<file path="src/inc/sfq_pkg.sv">
package sfq_pkg;
  // clock rate and self-timed status write duration
  localparam int CLK_PERIOD_NS = 4;
  localparam int TW_US         = 10;
  localparam int TW_CYC        = (TW_US * 1000) / CLK_PERIOD_NS;
  localparam logic [15:0] TW_CNT = 16'(TW_CYC - 1);

  // opcodes
  localparam logic [7:0] OP_STATUS_WRITE_CMD  = 8'h01;
  localparam logic [7:0] OP_READ  = 8'h03;
  localparam logic [7:0] OP_RDSR  = 8'h05;
  localparam logic [7:0] OP_WRITE_ENABLE_CMD  = 8'h06;
  localparam logic [7:0] OP_FAST  = 8'h0B;
  localparam logic [7:0] OP_DUAL  = 8'h3B;
  localparam logic [7:0] OP_VOLEN = 8'h50;

  // phase lengths in serial clocks
  localparam logic [5:0] OP_BITS   = 6'h08;
  localparam logic [5:0] ADDR_BITS = 6'h18;
  localparam logic [5:0] DATA_BITS = 6'h08;
  localparam logic [5:0] CNT_MAX   = 6'h3F;
  localparam logic [5:0] DUMMY_STD = 6'h08;
  localparam logic [5:0] DUMMY_Q2  = 6'h04;
  localparam logic [5:0] DUMMY_Q3  = 6'h06;
  localparam logic [5:0] DUMMY_Q4  = 6'h08;
  localparam logic [5:0] DUMMY_Q5  = 6'h0A;

  // dummy-byte setting codes
  localparam logic [1:0] DC_3B   = 2'h0;
  localparam logic [1:0] DC_2B   = 2'h1;
  localparam logic [1:0] DC_4B   = 2'h2;
  localparam logic [1:0] DC_5B   = 2'h3;
  localparam logic [1:0] DC_RST  = DC_3B;

  // output shifter
  localparam logic [3:0] REM_SINGLE = 4'h7;
  localparam logic [3:0] REM_DUAL   = 4'h6;
  localparam logic [3:0] STEP_SINGLE = 4'h1;
  localparam logic [3:0] STEP_DUAL   = 4'h2;

  // fields of the status write data byte
  localparam int SRP_POS = 7;
  localparam int BP_LSB  = 2;
  localparam int OTP_LSB = 3;

  typedef enum logic [5:0] {
    ST_CMD   = 6'b000001,
    ST_ADDR  = 6'b000010,
    ST_DUMMY = 6'b000100,
    ST_DATA  = 6'b001000,
    ST_WDATA = 6'b010000,
    ST_IGN   = 6'b100000
  } sfq_state_t;

  typedef struct packed {
    logic       status_protect_bit;
    logic       rsvd;
    logic [3:0] block_protect;
    logic       write_enable_latch;
    logic       busy_flag;
  } sfq_stat_t;

  typedef struct packed {
    logic otp_lock;
    logic protect_pin_disable;
    logic hold_reset_select;
    logic top_bottom_select;
    logic small_block_select;
  } sfq_otp_t;
endpackage

</file>
<file path="src/core/sfq_flash_seq.sv">
`timescale 1ns/1ps
// Notes on behaviour
// - setting picks 2-5 dummy bytes, quad clocks
// - status write needs write-enable latch set
// - status write: exactly eight data bits
// - valid status write starts timed busy cycle
// - status reads served while write busy
// - busy and latch bits untouched by write
// - protect bits written; blocked when hardware protected
// - otp mode bits only set once
// - normal read: opcode, address, no dummies
// - address increments per byte, wraps zero
// - chip select high ends read, releases output
// - reads rejected during busy cycles
// - fast read: one dummy byte after address
// - dual read: eight dummy clocks
// - dual read drives two bits per clock
// - dummy clock inputs ignored
// - dummy count in two volatile bits

module sfq_fifo #(
  parameter int W     = 8,
  parameter int DEPTH = 8,
  parameter int LW    = $clog2(DEPTH + 1)
) (
  input  wire logic          clk,
  input  wire logic          rst_b,
  input  wire logic          flush,
  input  wire logic          in_valid,
  output logic               in_ready,
  input  wire logic [W-1:0]  in_data,
  output logic               out_valid,
  input  wire logic          out_ready,
  output logic [W-1:0]       out_data,
  output logic [LW-1:0]      level
);
  localparam int AW = $clog2(DEPTH);
  logic [W-1:0]  mem [DEPTH];
  logic [AW-1:0] wp_r;
  logic [AW-1:0] rp_r;
  logic          push;
  logic          pop;

  assign in_ready  = (level != LW'(DEPTH));
  assign out_valid = (level != '0);
  assign out_data  = mem[rp_r];
  assign push      = in_valid & in_ready;
  assign pop       = out_valid & out_ready;

  // storage has no reset; only pointers matter
  always_ff @(posedge clk) begin
    if (push) begin
      mem[wp_r] <= in_data;
    end
  end

  // pointers and fill level, flush wins over traffic
  always_ff @(posedge clk) begin
    if (!rst_b || flush) begin
      wp_r  <= '0;
      rp_r  <= '0;
      level <= '0;
    end else begin
      if (push) begin
        wp_r <= (wp_r == AW'(DEPTH - 1)) ? '0 : wp_r + AW'(1);
      end
      if (pop) begin
        rp_r <= (rp_r == AW'(DEPTH - 1)) ? '0 : rp_r + AW'(1);
      end
      level <= level + LW'(push) - LW'(pop);
    end
  end
endmodule

module sfq_flash_seq #(
  parameter int FIFO_DEPTH = 8
) (
  input  wire logic              clk,
  input  wire logic              rst_b,
  input  wire logic              sclk,
  input  wire logic              cs_n,
  input  wire logic              io_line_zero_i,
  output logic                   io_line_zero_o,
  output logic                   io_line_zero_oe_n,
  output logic                   io_line_one_o,
  output logic                   io_line_one_oe_n,
  input  wire logic              wp_n,
  input  wire logic              quad_mode,
  input  wire logic              otp_mode,
  input  wire logic              ext_busy,
  input  wire logic              dummy_code_wr,
  input  wire logic [1:0]        dummy_code_in,
  output logic [1:0]             dummy_code,
  output logic [23:0]            mem_addr,
  output logic                   mem_ready,
  input  wire logic              mem_valid,
  input  wire logic [7:0]        mem_data,
  output sfq_pkg::sfq_stat_t     status,
  output sfq_pkg::sfq_otp_t      otp_bits
);
  import sfq_pkg::*;
  localparam int LW = $clog2(FIFO_DEPTH + 1);

  logic [1:0]  sclk_q;
  logic [1:0]  cs_q;
  logic [1:0]  io0_q;
  logic [1:0]  wp_q;
  logic        sclk_d_r;
  logic        cs_d_r;
  logic        rise;
  logic        fall;
  logic        cs_s;
  logic        cs_rise;
  logic        din;
  sfq_state_t  state_r;
  logic [7:0]  op_r;
  logic [7:0]  op_nxt;
  logic [5:0]  cnt_r;
  logic [5:0]  dummy_len_r;
  logic [23:0] addr_sh_r;
  logic [7:0]  wd_sh_r;
  logic        dual_r;
  logic        st_rd_r;
  logic        busy_r;
  logic        wel_r;
  logic        srp_r;
  logic [3:0]  bp_r;
  logic        vol_en_r;
  logic [15:0] tmr_r;
  logic        hardware_protected_mode;
  logic        busy_any;
  logic        status_write_cmd_ok;
  logic        write_enable_cmd_ok;
  logic        volen_ok;
  logic        wr_done;
  logic [7:0]  sh_r;
  logic [3:0]  rem_r;
  logic [7:0]  src;
  logic [7:0]  stat_byte;
  logic        fetch_on_r;
  logic        fifo_pop;
  logic        fifo_push;
  logic        fifo_in_ready;
  logic        fifo_out_valid;
  logic [7:0]  fifo_data;
  logic [LW-1:0] fifo_level;

  // dummy clocks for a high-performance read
  function automatic logic [5:0] dummy_clks(input logic [1:0] code,
                                            input logic quad,
                                            input logic dual_op);
    logic [5:0] n;
    n = DUMMY_STD;
    if (quad && !dual_op) begin
      unique case (code)
        DC_2B:   n = DUMMY_Q2;
        DC_3B:   n = DUMMY_Q3;
        DC_4B:   n = DUMMY_Q4;
        DC_5B:   n = DUMMY_Q5;
      endcase
    end
    return n;
  endfunction

  function automatic logic [5:0] sat_inc(input logic [5:0] v);
    return (v == CNT_MAX) ? v : v + 6'h01;
  endfunction

  // two-flop synchronisers for every pin
  always_ff @(posedge clk) begin
    if (!rst_b) begin
      sclk_q <= 2'h0;
      cs_q   <= 2'h3;
      io0_q  <= 2'h0;
      wp_q   <= 2'h3;
    end else begin
      sclk_q <= {sclk_q[0], sclk};
      cs_q   <= {cs_q[0], cs_n};
      io0_q  <= {io0_q[0], io_line_zero_i};
      wp_q   <= {wp_q[0], wp_n};
    end
  end

  // edge detection on synchronised levels
  always_ff @(posedge clk) begin
    if (!rst_b) begin
      sclk_d_r <= 1'b0;
      cs_d_r   <= 1'b1;
    end else begin
      sclk_d_r <= sclk_q[1];
      cs_d_r   <= cs_q[1];
    end
  end

  assign cs_s    = cs_q[1];
  assign cs_rise = cs_s & ~cs_d_r;
  assign rise    = sclk_q[1] & ~sclk_d_r & ~cs_s;
  assign fall    = ~sclk_q[1] & sclk_d_r & ~cs_s;
  assign din     = io0_q[1];
  assign op_nxt  = {op_r[6:0], din};
  assign busy_any = busy_r | ext_busy;
  assign hardware_protected_mode     = srp_r & ~wp_q[1];

  // command framing, chip select high restarts everything
  always_ff @(posedge clk) begin
    if (!rst_b || cs_s) begin
      state_r     <= ST_CMD;
      cnt_r       <= '0;
      op_r        <= '0;
      dual_r      <= 1'b0;
      st_rd_r     <= 1'b0;
      dummy_len_r <= DUMMY_STD;
      addr_sh_r   <= '0;
      wd_sh_r     <= '0;
    end else if (rise) begin
      unique case (state_r)
        ST_CMD: begin
          op_r  <= op_nxt;
          cnt_r <= cnt_r + 6'h01;
          if (cnt_r == OP_BITS - 6'h01) begin
            cnt_r <= '0;
            dual_r <= (op_nxt == OP_DUAL);
            dummy_len_r <= dummy_clks(dummy_code, quad_mode,
                                      op_nxt == OP_DUAL);
            unique case (op_nxt)
              OP_READ, OP_FAST, OP_DUAL: begin
                // a running write cycle is left alone
                state_r <= busy_any ? ST_IGN : ST_ADDR;
              end
              OP_RDSR: begin
                state_r <= ST_DATA;
                st_rd_r <= 1'b1;
              end
              OP_STATUS_WRITE_CMD: state_r <= ST_WDATA;
              default: state_r <= ST_IGN;
            endcase
          end
        end
        ST_ADDR: begin
          addr_sh_r <= {addr_sh_r[22:0], din};
          cnt_r     <= cnt_r + 6'h01;
          if (cnt_r == ADDR_BITS - 6'h01) begin
            cnt_r   <= '0;
            state_r <= (op_r == OP_READ) ? ST_DATA : ST_DUMMY;
          end
        end
        ST_DUMMY: begin
          // input during dummy clocks is not looked at
          cnt_r <= cnt_r + 6'h01;
          if (cnt_r == dummy_len_r - 6'h01) begin
            state_r <= ST_DATA;
          end
        end
        ST_WDATA: begin
          wd_sh_r <= {wd_sh_r[6:0], din};
          cnt_r   <= sat_inc(cnt_r);
        end
        ST_IGN: begin
          cnt_r <= sat_inc(cnt_r);
        end
        ST_DATA: begin
          cnt_r <= cnt_r;
        end
      endcase
    end
  end

  // the latch only counts if exactly eight bits followed the opcode
  assign status_write_cmd_ok  = cs_rise && state_r == ST_WDATA && cnt_r == DATA_BITS
                    && wel_r && !hardware_protected_mode && !busy_any;
  assign write_enable_cmd_ok  = cs_rise && state_r == ST_IGN && cnt_r == '0
                    && op_r == OP_WRITE_ENABLE_CMD;
  assign volen_ok = cs_rise && state_r == ST_IGN && cnt_r == '0
                    && op_r == OP_VOLEN;
  assign wr_done  = busy_r && tmr_r == '0;

  // self-timed write cycle
  always_ff @(posedge clk) begin
    if (!rst_b) begin
      busy_r <= 1'b0;
      tmr_r  <= '0;
    end else if (status_write_cmd_ok) begin
      busy_r <= 1'b1;
      tmr_r  <= TW_CNT;
    end else if (wr_done) begin
      busy_r <= 1'b0;
    end else if (busy_r) begin
      tmr_r <= tmr_r - 16'h0001;
    end
  end

  // write-enable latch, a set in the clearing cycle wins
  always_ff @(posedge clk) begin
    if (!rst_b) begin
      wel_r <= 1'b0;
    end else begin
      wel_r <= write_enable_cmd_ok | (wel_r & ~wr_done);
    end
  end

  // protect and otp fields; low two status bits are never written
  always_ff @(posedge clk) begin
    if (!rst_b) begin
      srp_r    <= 1'b0;
      bp_r     <= '0;
      otp_bits <= '0;
      vol_en_r <= 1'b0;
    end else begin
      if (volen_ok) begin
        vol_en_r <= 1'b1;
      end
      if (status_write_cmd_ok) begin
        vol_en_r <= 1'b0;
        if (otp_mode && !vol_en_r) begin
          // bits can only go to one, so each sets once
          otp_bits <= otp_bits | wd_sh_r[OTP_LSB +: 5];
        end else begin
          srp_r <= wd_sh_r[SRP_POS];
          bp_r  <= wd_sh_r[BP_LSB +: 4];
        end
      end
    end
  end

  // dummy-byte setting, volatile, defaults to three bytes
  always_ff @(posedge clk) begin
    if (!rst_b) begin
      dummy_code <= DC_RST;
    end else if (dummy_code_wr) begin
      dummy_code <= dummy_code_in;
    end
  end

  assign stat_byte = {srp_r, 1'b0, bp_r, wel_r, busy_r};

  // registered copy of the live status
  always_ff @(posedge clk) begin
    if (!rst_b) begin
      status <= '0;
    end else begin
      status <= stat_byte;
    end
  end

  // prefetch address runs ahead of the shifter
  always_ff @(posedge clk) begin
    if (!rst_b || cs_s) begin
      fetch_on_r <= 1'b0;
      mem_ready  <= 1'b0;
      mem_addr   <= '0;
    end else begin
      if (rise && state_r == ST_ADDR && cnt_r == ADDR_BITS - 6'h01) begin
        mem_addr   <= {addr_sh_r[22:0], din};
        fetch_on_r <= 1'b1;
      end else if (fifo_push) begin
        mem_addr <= mem_addr + 24'h000001;
      end
      // one spare slot covers the push already in flight
      mem_ready <= fetch_on_r &&
                   fifo_level <= LW'(FIFO_DEPTH - 2);
    end
  end

  assign fifo_push = mem_valid & mem_ready;
  assign fifo_pop  = fall && state_r == ST_DATA && !st_rd_r
                     && rem_r == '0;
  assign src       = st_rd_r ? stat_byte : fifo_data;

  sfq_fifo #(
    .W     (8),
    .DEPTH (FIFO_DEPTH)
  ) u_fifo (
    .clk       (clk),
    .rst_b     (rst_b),
    .flush     (cs_s),
    .in_valid  (fifo_push),
    .in_ready  (fifo_in_ready),
    .in_data   (mem_data),
    .out_valid (fifo_out_valid),
    .out_ready (fifo_pop),
    .out_data  (fifo_data),
    .level     (fifo_level)
  );

  // output shifter on falling serial clock edges
  always_ff @(posedge clk) begin
    if (!rst_b || cs_s) begin
      io_line_zero_o    <= 1'b0;
      io_line_zero_oe_n <= 1'b1;
      io_line_one_o     <= 1'b0;
      io_line_one_oe_n  <= 1'b1;
      sh_r              <= '0;
      rem_r             <= '0;
    end else if (fall && state_r == ST_DATA) begin
      io_line_one_oe_n  <= 1'b0;
      io_line_zero_oe_n <= ~dual_r;
      if (rem_r == '0) begin
        io_line_one_o  <= src[7];
        io_line_zero_o <= src[6];
        sh_r  <= dual_r ? src << STEP_DUAL : src << STEP_SINGLE;
        rem_r <= dual_r ? REM_DUAL : REM_SINGLE;
      end else begin
        io_line_one_o  <= sh_r[7];
        io_line_zero_o <= sh_r[6];
        sh_r  <= dual_r ? sh_r << STEP_DUAL : sh_r << STEP_SINGLE;
        rem_r <= rem_r - (dual_r ? STEP_DUAL : STEP_SINGLE);
      end
    end
  end
endmodule

</file>
<file path="config.mk">
export PLATFORM = sky130hd
export DESIGN_NAME = sfq_flash_seq
export DESIGN_NICKNAME = d
export VERILOG_FILES = /design/src/inc/sfq_pkg.sv /design/src/core/sfq_flash_seq.sv
export SDC_FILE = /design/constraint.sdc
export NUM_CORES = 1
export LEC_CHECK = 0
export BUFFER_PORTS_ARGS = -buffer_cell sky130_fd_sc_hd__buf_2
export CELL_PAD_IN_SITES_DETAIL_PLACEMENT = 2
export CELL_PAD_IN_SITES_GLOBAL_PLACEMENT = 2
export CORE_ASPECT_RATIO = 1.5
export CORE_UTILIZATION = 39
export DETAILED_ROUTE_END_ITERATION = 10
export MAX_ROUTING_LAYER = met4
export PLACE_DENSITY_LB_ADDON = 0.1
export SLEW_MARGIN = 20
export SYNTH_ARGS = -nofsm -noshare
export SYNTH_HDL_FRONTEND = slang
export SYNTH_SLANG_ARGS = --single-unit
</file>
<file path="constraint.sdc">
create_clock -name clk -period 2.8 [get_ports clk]
set_clock_uncertainty 0.1 [all_clocks]
set_input_delay 0.56 -clock clk [delete_from_list [all_inputs] [get_ports clk]]
set_output_delay 0.56 -clock clk [all_outputs]
set_load 0.02 [all_outputs]
</file>
# Yosys cells after proc, flatten, opt, wreduce, memory -nomap -nowiden
# Memories as Yosys holds them, arrays and structs flattened. A register that Yosys moved wholly into a read port is not among the register bits.
# Cells that the tools add are included.
# classes
n_addsub	9
n_lt_le_gt_ge	1
n_eq_ne	30
mux	35
n_bitwise	23
n_reduce_logical	48
# ops
op	count
$mux W24	2
$mux W6	8
$pmux W6 S4	2
$mux W12	3
$pmux W6 S3	2
$mux W8	4
$add A24 B1 Y24 const B	1
$logic_and A1 B1 Y1	18
$eq A8 B2 Y1 const B	2
$eq A8 B3 Y1 const B	2
$logic_not A16 Y1	1
$sub A16 B1 Y16 const B	1
$reduce_and A2 Y1	7
$eq A6 B3 Y1 const B	2
$eq A6 B4 Y1 const B	2
$eq A6 B5 Y1 const B	2
$eq A6 B6 Y1 const B	2
$mux W3	4
$and A1 B1 Y1	10
$not A1 Y1	10
$eq A8 B1 Y1 const B	1
$eq A8 B4 Y1 const B	1
$eq A8 B6 Y1 const B	1
$eq A8 B7 Y1 const B	1
34 further kinds	57
# word_totals
reg_bits	160
mem_bits_rw	64
in_bits	21
wordCells	191
n_memories	1
# mem_list
memory	words	word_bits	read_ports	rd_clocked_by_memory_dff	wr	line_no	source
u_fifo.mem	8	8	1	1	1	sfq_flash_seq.sv:38	logic [W-1:0] mem [DEPTH];

# Longest topological paths before layout
# Gate-level depths: netlist of run 1.
# logic_depth
depth_word	9
mapped_depth	12
depth_no_buf	11

# Hierarchy
# From an unflattened synthesis of run 1, not the netlist that was laid out.
# hier_totals
cells_unflattened	944
hier_area_um2	9775.6
# modules_own_cells
module	instances	cells_per_inst	area_per_inst_um2
sfq_flash_seq	1	773	6597.6
sfq_fifo	1	171	3178.0

# Least setup slack after synthesis of run 1
# No wires, ideal clock.
# synth_path
path_kind	reg2reg
from	reg rem_r[3]
to	reg u_fifo.level[2]
setup_ns	0.127
t_arrival_ns	2.338
t_required_ns	2.573
setup_slack_ns	0.234
stages_incl_launch_ff	11
n_path_buf	1
period_less_slack_ns	2.566
cell_sequence	dfxtp_1 nor4_1 clkbuf_1 and3_1 ha_1 inv_1 ha_1 inv_1 fa_1 xor2_1 nor2_1
# synth_via
elab_chain_cells	4
# synth_rtl
item	line_no	source
start: declaration	sfq_flash_seq.sv:137	logic [3:0] rem_r;
start signal: assignment	sfq_flash_seq.sv:401	rem_r <= dual_r ? REM_DUAL : REM_SINGLE;
start signal: assignment	sfq_flash_seq.sv:406	rem_r <= rem_r - (dual_r ? STEP_DUAL : STEP_SINGLE);
$logic_not A4 Y1	sfq_flash_seq.sv:366	&& rem_r == '0;
$logic_and A1 B1 Y1	sfq_flash_seq.sv:366	
$and A1 B1 Y1	sfq_flash_seq.sv:48	assign pop = out_valid & out_ready;
$sub A4 B1 Y4	sfq_flash_seq.sv:70	level <= level + LW'(push) - LW'(pop);
end signal: assignment	sfq_flash_seq.sv:70	
end: declaration	sfq_flash_seq.sv:35	output logic [LW-1:0] level
# Every way passes these cells.
# A chain may end at the register's enable or synchronous reset.

# Final worst setup path of run 1
# layout_path
from	reg state_r[3]
to	reg u_fifo.level[2]
# layout_via
elab_chain_cells	6
# layout_rtl
item	line_no	source
start: declaration	sfq_flash_seq.sv:115	sfq_state_t state_r;
start signal: assignment	sfq_flash_seq.sv:228	state_r <= busy_any ? ST_IGN : ST_ADDR;
start signal: assignment	sfq_flash_seq.sv:244	state_r <= (op_r == OP_READ) ? ST_DATA : ST_DUMMY;
$eq A6 B4 Y1	sfq_flash_seq.sv:365	assign fifo_pop = fall && state_r == ST_DATA && !st_rd_r
$logic_and A1 B1 Y1 (2 in series)	sfq_flash_seq.sv:365	
$logic_and A1 B1 Y1	sfq_flash_seq.sv:366	
$and A1 B1 Y1	sfq_flash_seq.sv:48	
$sub A4 B1 Y4	sfq_flash_seq.sv:70	
# Every way passes these cells.

==> metrics.txt, run 1 <==
Vias per Instance 5.39; DRT iter0 DRCs 191; Tcrit/Tclk final 91.1%; cell count after synthesis 959; # port buffers 63; htree depth 1; die area 25700 µm²; Setup crit end kind flop; Distinct cells, synth 76; DP Wirelength 18.9 mm; Crit Path Class flop to flop; WP data required 3.09 ns; via count 7438; number of synthesized register bits 222; Detail Route Antenna Nets 0; mapped cell area 9780 µm²; # Max-Cap Violations 0; Layout fillers 2585; row count 70; total power 6.47 mW; post-synthesis net count 1005; DR pass1 iterations 4; area delta synth->final 16.3%; Ys Warns 0; Final GP Congestion 0.751; total congestion overflow 0; Clock Pin Slew Worst Setup and Hold Paths 0.06 ns; CTS root buf clkbuf_16; Resized Gates After CTS 0; Final setup violation count 0; critical path arrival 2.84 ns; Critical Path Source Type flop; Post-CTS Setup Inserts 0; min-delay worst type input port to flop; Max FO, Critical Path 8; first-pass GRT wire length 43.3 mm; width of the die 131 µm; RSZ-0062 raised after global routing false; maximum clock path buffer count 3; nets@finish 1084; Final Non-Filler Cells 1379; CTS tree built; Slew @ Worst Pin 0.599 ns; ANT cells 0; Max Clk Rate 0.392 GHz; layout cells sized above 1 16.5%; Chip Height 196 µm; Starting Density 39.9%; final wirelength 26.1 mm; drt wl/cell 19.0 µm; Power Density 569 nW/µm²; GR Util All Layers 21.6%; core area 24500 µm²; pin count of the biggest net entering global routing 46; Seq/Total Area, Yosys 52.0%; EDFF count, synth 64; WL met1 10.5 mm; Setup TNS 0 ns; Period minus WS final 2.55 ns; syn avg cell area 10.2 µm²; routed wl met2 14.2 mm; Lkg Pwr 4.08 nW; Hold Fails Final Rpt 0; total CTS buffers 23; met3 wire len 658 µm; FFs w/ async S/R, synth 0%; final hold slack 0.157 ns; initial antenna violation count 0; IO Count 65; status complete, no violations; Slew Viols, Final 0; maximum VDD drop 582 µV; DRC viols 0; clock latency on the worst-skew pair 0.52 ns; Max-slew headroom 59.0%; top layer in use met4; CTS Hold Bufs 0; Final Cell Area 11400 µm²; vias in the first global route 8235; total clock sinks 222; Post-DP Area 10600 µm²; placed insts 1337; ys flop type dfxtp_1
-- path summary, 6_finish.rpt --
| path | end | cells past startpoint | slack, ns | startpoint |
|---|---|---|---|---|
| min | cs_q[0] | 2 | 0.16 | cs_n |
| max | u_fifo.level[2] | 11 | 0.25 | state_r[3] |
| min reg2reg | wp_q[1] | 1 | 0.34 | wp_q[0] |
| max reg2reg | u_fifo.level[2] | 11 | 0.25 | state_r[3] |
-- layout by cell type (no fill, tap or decap), types with 15 or more instances in the layout --
cell       count
a21oi_1       67
and2_1        16
buf_2         63
buf_4         42
clkbuf_16     23
dfxtp_1      158
edfxtp_1      64
ha_1          23
inv_1         27
mux2i_1       49
mux4_2        15
nand2_1       90
nand3_1       25
nand4_1       17
nor2_1       104
nor3_1        20
o21ai_0       32
xnor2_1       20
xor2_1        22
-- logic make-up (layout without fill, tap and decap cells) --
| group | after synthesis | in the layout | synth area share, % |
|---|---|---|---|
| muxes | 65 | 65 | 8.58 |
| and+or+nand+nor | 361 | 361 | 18.8 |
| adders and majority gates | 25 | 25 | 3.35 |
| DFF | 222 | 222 | 52.0 |
| AOI/OAI and AO/OA | 162 | 162 | 10.1 |
| buffers and inverters | 81 | 177 | 3.36 |
| xor gates and xnor gates | 42 | 42 | 3.76 |
| other | 1 | 1 | 0.0383 |
-- worst max-delay path, stage by stage (launching register included) --
cell and delay, ns:
dfxtp_1 0.46, nor2b_1 0.22, nand4b_1 0.11, nor3_1 0.24, and3_1 0.22, ha_1 0.22, inv_1 0.06, ha_1 0.16
inv_1 0.06, fa_1 0.37, xor2_1 0.16, nor2_1 0.05
-- through the flow --
stage          worst slack [ns]  utilization [%]
2_1_floorplan             0.234                -
3_3_place_gp              0.254             43.3
3_5_place_dp              0.204             43.3
4_1_cts                   0.201             46.4
5_1_grt                  0.0932             46.4
6_report                  0.249             46.4
-- area by class of cell --
class | count | area [µm²] | area share, %
Clock inverter | 17 | 170 | 1.50
Sequential cell | 222 | 5080 | 44.7
Clock buffer | 25 | 583 | 5.12
Tap cell | 324 | 405 | 3.56
Multi-Input combinational cell | 656 | 4370 | 38.4
Timing Repair Buffer | 106 | 651 | 5.72
Inverter | 29 | 109 | 0.957
-- synthesized netlist by cell type (3+ instances only) --
cell type | n | area share (%)
ha_1 | 23 | 2.9
o21a_1 | 3 | 0.23
a21oi_1 | 67 | 3.4
mux2i_1 | 49 | 5.0
or4_1 | 6 | 0.46
a211oi_1 | 14 | 1.1
dfxtp_1 | 158 | 32
edfxtp_1 | 64 | 20
nor3b_1 | 4 | 0.31
nand2_1 | 90 | 3.5
nor2b_1 | 7 | 0.45
nand4b_1 | 4 | 0.36
clkbuf_1 | 41 | 1.6
and4_1 | 4 | 0.36
xor2_1 | 22 | 2.0
buf_1 | 3 | 0.12
buf_2 | 5 | 0.26
nand4_1 | 17 | 1.1
o21ai_0 | 32 | 1.6
o211ai_1 | 4 | 0.31
and2_1 | 16 | 1.0
mux4_2 | 15 | 3.5
nor2_1 | 105 | 4.0
nor4_1 | 6 | 0.38
and3_1 | 10 | 0.64
nor4_2 | 3 | 0.38
inv_1 | 27 | 1.0
o2111ai_1 | 3 | 0.27
nor3_1 | 20 | 1.0
nand2b_1 | 9 | 0.58
nor4b_1 | 4 | 0.36
a2111oi_0 | 3 | 0.27
or3_1 | 14 | 0.90
nand3_1 | 25 | 1.3
xnor2_1 | 20 | 1.8
a31oi_1 | 10 | 0.64
-- sequential cells by signal, summed over array words and instances, names as in the netlist, 2 cells and up, named ones only --
name,flops
tmr_r,16
u_fifo.mem,64
wp_q,2
mem_addr,24
u_fifo.rp_r,3
status,7
wd_sh_r,8
op_r,8
rem_r,4
otp_bits,5
state_r,6
cnt_r,6
u_fifo.wp_r,3
sh_r,7
dummy_code,2
io0_q,2
sclk_q,2
bp_r,4
dummy_len_r,3
cs_q,2
addr_sh_r,23
u_fifo.level,4
-- where the power goes --
part | switching (mW) | internal [mW] | total, mW
Combinational | 0.0603 | 0.0295 | 0.0898
Clock | 1.28 | 1.79 | 3.07
Sequential | 0.00808 | 3.31 | 3.32
-- per-layer routing --
layer | global-route usage (%) | up-vias
li1 | - | 3587
met3 | 2.40 | 38
met5 | - | -
met1 | 23.2 | 3714
met4 | 6.98 | 0
met2 | 41.1 | 99
Power figures use the tool's default switching activity.
==> run 2, diff against run 1 <==
--- a/config.mk
+++ b/config.mk
@@ -5,11 +5,12 @@
 export SDC_FILE = /design/constraint.sdc
 export NUM_CORES = 1
 export LEC_CHECK = 0
+export ABC_AREA = 1
 export BUFFER_PORTS_ARGS = -buffer_cell sky130_fd_sc_hd__buf_2
 export CELL_PAD_IN_SITES_DETAIL_PLACEMENT = 2
 export CELL_PAD_IN_SITES_GLOBAL_PLACEMENT = 2
 export CORE_ASPECT_RATIO = 1.5
-export CORE_UTILIZATION = 39
+export CORE_UTILIZATION = 36
 export DETAILED_ROUTE_END_ITERATION = 10
 export MAX_ROUTING_LAYER = met4
 export PLACE_DENSITY_LB_ADDON = 0.1
==> metrics.txt, run 2 <==
Distinct cells, synth 46 (was 76); r2r startpoint state_r[0] (was state_r[3]); ANT cells 0 (unchanged); CP Depth 15 (was 11); min-delay worst type input port to flop (unchanged); core area 28200 µm² (was 24500 µm²); syn avg cell area 7.78 µm² (was 10.2 µm²); sequential share of power 48.0% (was 51.2%); cell count after synthesis 1338 (was 959); top post-synthesis cells by area dfxtp_1, edfxtp_1, nand2_1, nor2_1, inv_1 (was dfxtp_1, edfxtp_1, mux2i_1, nor2_1, mux4_2); max incr delay on CP 0.32 ns (was 0.46 ns); Top Registers u_fifo.mem (64), mem_addr (24), addr_sh_r (23) (unchanged); DR pass1 iterations 4 (unchanged); Max-slew headroom 56.7% (was 59.0%); Chip Height 210 µm (was 196 µm); htree depth 1 (unchanged); total CTS buffers 25 (was 23); total power 6.91 mW (was 6.47 mW); Final Non-Filler Cells 1805 (was 1379); max FFs per register 64 (unchanged); Vias per Instance 5.11 (was 5.39); via count 9230 (was 7438); placed insts 1760 (was 1337); critical path's slowest cell dfxtp_1 (unchanged); total clock sinks 222 (unchanged); number of synthesized register bits 222 (unchanged); # Max-Cap Violations 0 (unchanged); width of the die 141 µm (was 131 µm); Lkg Pwr 5.00 nW (was 4.08 nW); status complete, no violations (unchanged); Critical Path Source Type flop (unchanged); clock latency on the worst-skew pair 0.55 ns (was 0.52 ns); final wirelength 32.2 mm (was 26.1 mm); CTS Hold Bufs 0 (unchanged); switching share of power 21.6% (was 20.8%); DP Wirelength 23.1 mm (was 18.9 mm); Power Density 573 nW/µm² (was 569 nW/µm²); FFs w/ async S/R, synth 0% (unchanged); Setup TNS 0 ns (unchanged); Period minus WS final 2.51 ns (was 2.55 ns); Hold Crit Start io_line_zero_i (was cs_n); CTS root buf clkbuf_16 (unchanged); CP startpoint state_r[0] (was state_r[3]); Final Cell Area 12000 µm² (was 11400 µm²); Synth top area share 30.4% (was 32.3%); Starting Density 36.9% (was 39.9%); Crit Path Class flop to flop (unchanged); critical path's top delay family simple AND/OR/NAND/NOR gates (unchanged); CP Buf/Inv Count 3 (was 2); Tcrit/Tclk final 89.7% (was 91.1%); area delta synth->final 15.7% (was 16.3%); crit path cell chain inv_1 > nand2_1 > nor3_1 > nand3_1 > nor2_2 > nand3_2 > inv_1 > ha_1 > inv_1 > ha_1 > nand2_1 > nor2_1 > a211oi_1 > o21ai_0 > a21oi_1 (was nor2b_1 > nand4b_1 > nor3_1 > and3_1 > ha_1 > inv_1 > ha_1 > inv_1 > fa_1 > xor2_1 > nor2_1); Ys Warns 0 (unchanged); final hold slack 0.100 ns (was 0.157 ns); Hold Fails Final Rpt 0 (unchanged); cell taking the most area after synthesis dfxtp_1 (unchanged); Setup WS pre-CTS 0.241 ns (was 0.204 ns); Seq/Total Area, Yosys 48.8% (was 52.0%); DRT iter0 DRCs 259 (was 191); cells on worst reg2reg path 15 (was 11); post-synthesis net count 1384 (was 1005); commonest non-fill, non-tap cell in the layout nand2_1 (was dfxtp_1); Final GP Congestion 0.829 (was 0.751); logic gate share of total power 1.4% (about the same); nets@finish 1448 (was 1084); drt wl/cell 17.9 µm (was 19.0 µm); Detail Route Antenna Nets 0 (unchanged); Clock Pin Slew Worst Setup and Hold Paths 0.06 ns (about the same); CP dominant cell by count inv_1; critical path arrival 2.90 ns (was 2.84 ns); CTS tree built (unchanged); most frequent cell after synthesis nand2_1 (was dfxtp_1); ys flop type dfxtp_1 (unchanged); initial antenna violation count 0 (unchanged); Slew @ Worst Pin 0.649 ns (was 0.599 ns); GR Util All Layers 23.1% (was 21.6%); maximum clock path buffer count 3 (unchanged); commonest cells after routing, fill and taps aside nand2_1, nor2_1, dfxtp_1 (was dfxtp_1, nor2_1, nand2_1); Post-DP Area 11200 µm² (was 10600 µm²); final worst slack 0.289 ns (was 0.249 ns); Setup crit end kind flop (unchanged); row count 75 (was 70); # port buffers 63 (unchanged); Post-synth top cells nand2_1, nor2_1, dfxtp_1 (was dfxtp_1, nor2_1, nand2_1); Slew Viols, Final 0 (unchanged); Int Power 5.42 mW (was 5.13 mW); WP data required 3.19 ns (was 3.09 ns); RSZ-0062 raised after global routing false (unchanged); EDFF count, synth 64 (unchanged); pin count of the biggest net entering global routing 45 (was 46); Switching Power 1.49 mW (was 1.35 mW); layout cells sized above 1 12.7% (was 16.5%); Hold Path Cell Cnt 3 (was 2); Max FO, Critical Path 7 (was 8); DRC viols 0 (unchanged); vias in the first global route 10200 (was 8235); IO Count 65 (unchanged); first-pass GRT wire length 52.6 mm (was 43.3 mm); final core occ 42.6% (was 46.4%); mapped cell area 10400 µm² (was 9780 µm²); clock share of power 50.6% (was 47.4%); Final setup violation count 0 (unchanged); maximum VDD drop 423 µV (was 582 µV); largest reg by FF count u_fifo.mem (unchanged); total congestion overflow 0 (unchanged); die area 29600 µm² (was 25700 µm²); Max Clk Rate 0.398 GHz (was 0.392 GHz)
==> run 2: cell count changes after synthesis, moves of 12 or more <==
cell,change
a211oi_1,-12
a21oi_1,+37
and2_1,-16
clkbuf_1,-14
inv_1,+114
mux2i_1,-49
mux4_2,-15
nand2_1,+194
nand3_1,+55
nor2_1,+61
o21ai_0,+51
o21ai_1,+30
or3_1,-14
==> run 2: path summary, 6_finish.rpt <==
kind	end	slack (ns)
max reg2reg	u_fifo.level[3]	0.29
max	u_fifo.level[3]	0.29
min	io0_q[0]	0.10
min reg2reg	io0_q[1]	0.32
==> run 2: cells by family after synthesis <==
kind of cell	synth area share (%)
AOI/OAI and AO/OA	13.1
adders and majority gates	3.15
buffers and inverters	7.89
other	0.0360
and+or+nand+nor	24.8
xor gates and xnor gates	2.10
DFF	48.8
==> run 2: final cells by class <==
class / instances / area, µm²
fill: 3254 / 16200
timing repair buffer: 87 / 508
clock buffer: 35 / 718
multi-input combinational: 911 / 4520
clock inverter: 10 / 149
tap: 385 / 482
inverter: 155 / 582
sequential: 222 / 5080
==> run 2: layer usage <==
metal / part of all wire, % / GRT usage [%] / routed length [µm] / vias to the layer above
met5: 0 / - / 0 / -
met4: 2.0 / 6.63 / 654 / 0
met3: 2.5 / 2.54 / 814 / 54
met2: 55 / 44.2 / 17600 / 113
met1: 41 / 24.7 / 13200 / 4568
li1: - / - / - / 4495
==> run 2: worst min-delay path, cell delays in order <==
cell	delay, ns
buf_2	0.07
nand2_1	0.04
inv_1	0.04
==> run 2: repair_timing <==
item | in CTS | in global routing
gates resized for setup | 0 | 1
setup endpoints to repair | 0 | 1
setup buffers | 0 | 0
==> run 2: power by group through the flow <==
stage,registers [mW],logic (mW),clock network (mW)
after floorplan,3.39,0.0458,0
after global placement,3.39,0.0968,0
after detailed placement,3.39,0.100,0
after CTS,3.32,0.100,3.60
after global routing,3.32,0.108,3.71
final,3.32,0.0975,3.49
==> run 3, diff against run 2 <==
--- a/config.mk
+++ b/config.mk
@@ -17,4 +17,5 @@
 export SLEW_MARGIN = 20
 export SYNTH_ARGS = -nofsm -noshare
 export SYNTH_HDL_FRONTEND = slang
+export SYNTH_HIERARCHICAL = 1
 export SYNTH_SLANG_ARGS = --single-unit
==> metrics.txt, run 3 <==
via count 9851 (was 9230); commonest cells after routing, fill and taps aside nand2_1, inv_1, nor2_1 (was nand2_1, nor2_1, dfxtp_1); GR Util All Layers 23.5% (was 23.1%); switching share of power 21.8% (was 21.6%); largest reg by FF count u_fifo/mem (was u_fifo.mem); Lkg Pwr 5.66 nW (was 5.00 nW); row count 77 (was 75); DP Wirelength 24.7 mm (was 23.1 mm); Slew Viols, Final 0 (unchanged); Max FO, Critical Path 6 (was 7); htree depth 1 (unchanged); core area 29700 µm² (was 28200 µm²); die area 31100 µm² (was 29600 µm²); CTS root buf clkbuf_16 (unchanged); Max Clk Rate 0.398 GHz (about the same); final wirelength 34.0 mm (was 32.2 mm); Tcrit/Tclk final 89.8% (was 89.7%); number of synthesized register bits 222 (unchanged); IO Count 65 (unchanged); top post-synthesis cells by area dfxtp_1, edfxtp_1, nand2_1, inv_1, nor2_1 (was dfxtp_1, edfxtp_1, nand2_1, nor2_1, inv_1); Clock Pin Slew Worst Setup and Hold Paths 0.06 ns (about the same); first-pass GRT wire length 55.5 mm (was 52.6 mm); Detail Route Antenna Nets 0 (unchanged); Top Registers u_fifo/mem (64), mem_addr (24), addr_sh_r (23) (was u_fifo.mem (64), mem_addr (24), addr_sh_r (23)); EDFF count, synth 64 (unchanged); max FFs per register 64 (unchanged); Critical Path Source Type flop (unchanged); ys flop type dfxtp_1 (unchanged); WP data required 3.13 ns (was 3.19 ns); drt wl/cell 17.4 µm (was 17.9 µm); cells on worst reg2reg path 12 (was 15); Setup crit end kind flop (unchanged); R2R Setup Slk 0.29 ns (about the same); CTS tree built (unchanged); Setup TNS 0 ns (unchanged); Max-slew headroom 49.6% (was 56.7%); min-delay worst type input port to flop (unchanged); clock latency on the worst-skew pair 0.54 ns (was 0.55 ns); most frequent cell after synthesis nand2_1 (unchanged); CTS Hold Bufs 0 (unchanged); r2r startpoint state_r[4] (was state_r[0]); routed wl met2 18.3 mm (was 17.6 mm); pin count of the biggest net entering global routing 75 (was 45); Hold Fails Final Rpt 0 (unchanged); area delta synth->final 14.0% (was 15.7%); Switching Power 1.44 mW (was 1.49 mW); Hold Path Cell Cnt 3 (unchanged); sequential share of power 50.3% (was 48.0%); DR pass1 iterations 4 (unchanged); mapped cell area 10900 µm² (was 10400 µm²); Synth top area share 28.9% (was 30.4%); Ys Warns 6 (was 0); Post-synth top cells nand2_1, inv_1, nor2_1 (was nand2_1, nor2_1, dfxtp_1); syn avg cell area 7.43 µm² (was 7.78 µm²); commonest non-fill, non-tap cell in the layout nand2_1 (unchanged); reg-to-reg endpoint u_fifo/level[2] (was u_fifo.level[3]); Final GP Congestion 0.780 (was 0.829); cell taking the most area after synthesis dfxtp_1 (unchanged); met3 wire len 1.05 mm (was 814 µm); Starting Density 36.9% (about the same); nets@finish 1587 (was 1448); final core occ 42.0% (was 42.6%); Crit Path Class flop to flop (unchanged); Seq/Total Area, Yosys 46.5% (was 48.8%); Final setup violation count 0 (unchanged); Hold Crit Start sclk (was io_line_zero_i); Vias per Instance 5.04 (was 5.11); Int Power 5.16 mW (was 5.42 mW); top layer in use met4 (unchanged); Power Density 529 nW/µm² (was 573 nW/µm²); maximum VDD drop 380 µV (was 423 µV); WL met1 13.8 mm (was 13.2 mm); initial antenna violation count 0 (unchanged); DRC viols 0 (unchanged); FFs w/ async S/R, synth 0% (unchanged); total clock sinks 222 (unchanged); vias in the first global route 10800 (was 10200); Post-CTS Setup Inserts 0 (unchanged); Chip Height 215 µm (was 210 µm); ANT cells 0 (unchanged); total congestion overflow 0 (unchanged); maximum clock path buffer count 3 (unchanged); # port buffers 63 (unchanged); DRT iter0 DRCs 205 (was 259); clock share of power 48.3% (was 50.6%); Resized Gates After CTS 0 (unchanged); cell count after synthesis 1471 (was 1338); total CTS buffers 24 (was 25); logic gate share of total power 1.5% (was 1.4%); critical path arrival 2.84 ns (was 2.90 ns); Slew @ Worst Pin 0.756 ns (was 0.649 ns); Period minus WS final 2.51 ns (about the same); RSZ-0062 raised after global routing false (unchanged); status complete, no violations (unchanged); width of the die 144 µm (was 141 µm); Hold Path Sink sclk_q[0] (was io0_q[0]); layout cells sized above 1 11.8% (was 12.7%); post-synthesis net count 1516 (was 1384); # Max-Cap Violations 0 (unchanged); Distinct cells, synth 44 (was 46)
run 3: cell count changes after synthesis, moves of 6 or more:
cell,delta
a31oi_1,-11
o21ai_0,+13
nand3_1,+16
inv_1,+71
clkbuf_1,-6
nand2_2,+7
o21ai_1,-29
buf_6,+7
buf_2,-6
nor2_1,+6
nand2_1,+86
nor3_1,+11
a21oi_1,-18
run 3: layout make-up:
cell class,count,area (µm²)
fill,3536,17200
sequential,222,5080
multi-input combinational,980,4740
inverter,222,838
clock buffer,31,647
timing repair buffer,92,533
tap,395,494
clock inverter,13,131
run 3: metal layers:
layer	GRT usage (%)	vias to the layer above
met3	2.93	48
met1	25.3	4875
met5	-	-
met2	43.8	130
met4	6.98	0
li1	-	4798
run 3: cell families after synthesis:
logic type                 after synthesis  share of synthesized area (%)
and+or+nand+nor                        734                           29.0
buffers and inverters                  269                           10.3
DFF                                    222                           46.5
AOI/OAI and AO/OA                      197                           9.37
adders and majority gates               24                           2.88
xor gates and xnor gates                23                           1.84
other                                    1                         0.0343
muxes                                    1                         0.0915
run 3: power by group through the flow:
| stage | Sequential, mW | Combinational (mW) | Clock (mW) |
|---|---|---|---|
| final | 3.32 | 0.0969 | 3.18 |
| after global routing | 3.31 | 0.109 | 3.41 |
| after CTS | 3.32 | 0.0998 | 3.28 |
| after detailed placement | 3.39 | 0.0991 | 0 |
| after global placement | 3.39 | 0.0960 | 0 |
| after floorplan | 3.39 | 0.0454 | 0 |
run 3: per-stage QoR:
stage                     area, µm²  cells  total power [mW]  hold WS (ns)  worst slack [ns]
after floorplan               10900   1471              3.43         0.290             0.153
after global placement        11700   1911              3.48         0.297             0.300
after detailed placement      11700   1911              3.49         0.300             0.190
after CTS                     12500   1955              6.70        0.0910             0.242
after global routing          12500   1955              6.83         0.107            0.0654
final                         12500   1955              6.60         0.113             0.285
run 3: critical path: stages (launching register included):
cell     delay, ns
dfxtp_1       0.35
nor2_4        0.22
nand4_1       0.14
inv_1         0.13
nand4_2       0.10
nor3_2        0.22
and2_1        0.18
ha_1          0.12
inv_1         0.04
ha_1          0.19
fa_1          0.39
xnor2_1       0.16
nor2_1        0.06
run 3: worst max path at each step:
stage	start	end	depth (start not counted)
after floorplan	state_r[4]	u_fifo/level[1]	13
after global placement	mem_valid	u_fifo/level[2]	10
after detailed placement	mem_valid	u_fifo/level[2]	10
after CTS	state_r[4]	u_fifo/level[2]	12
after global routing	state_r[4]	u_fifo/level[2]	12
final	state_r[4]	u_fifo/level[2]	12
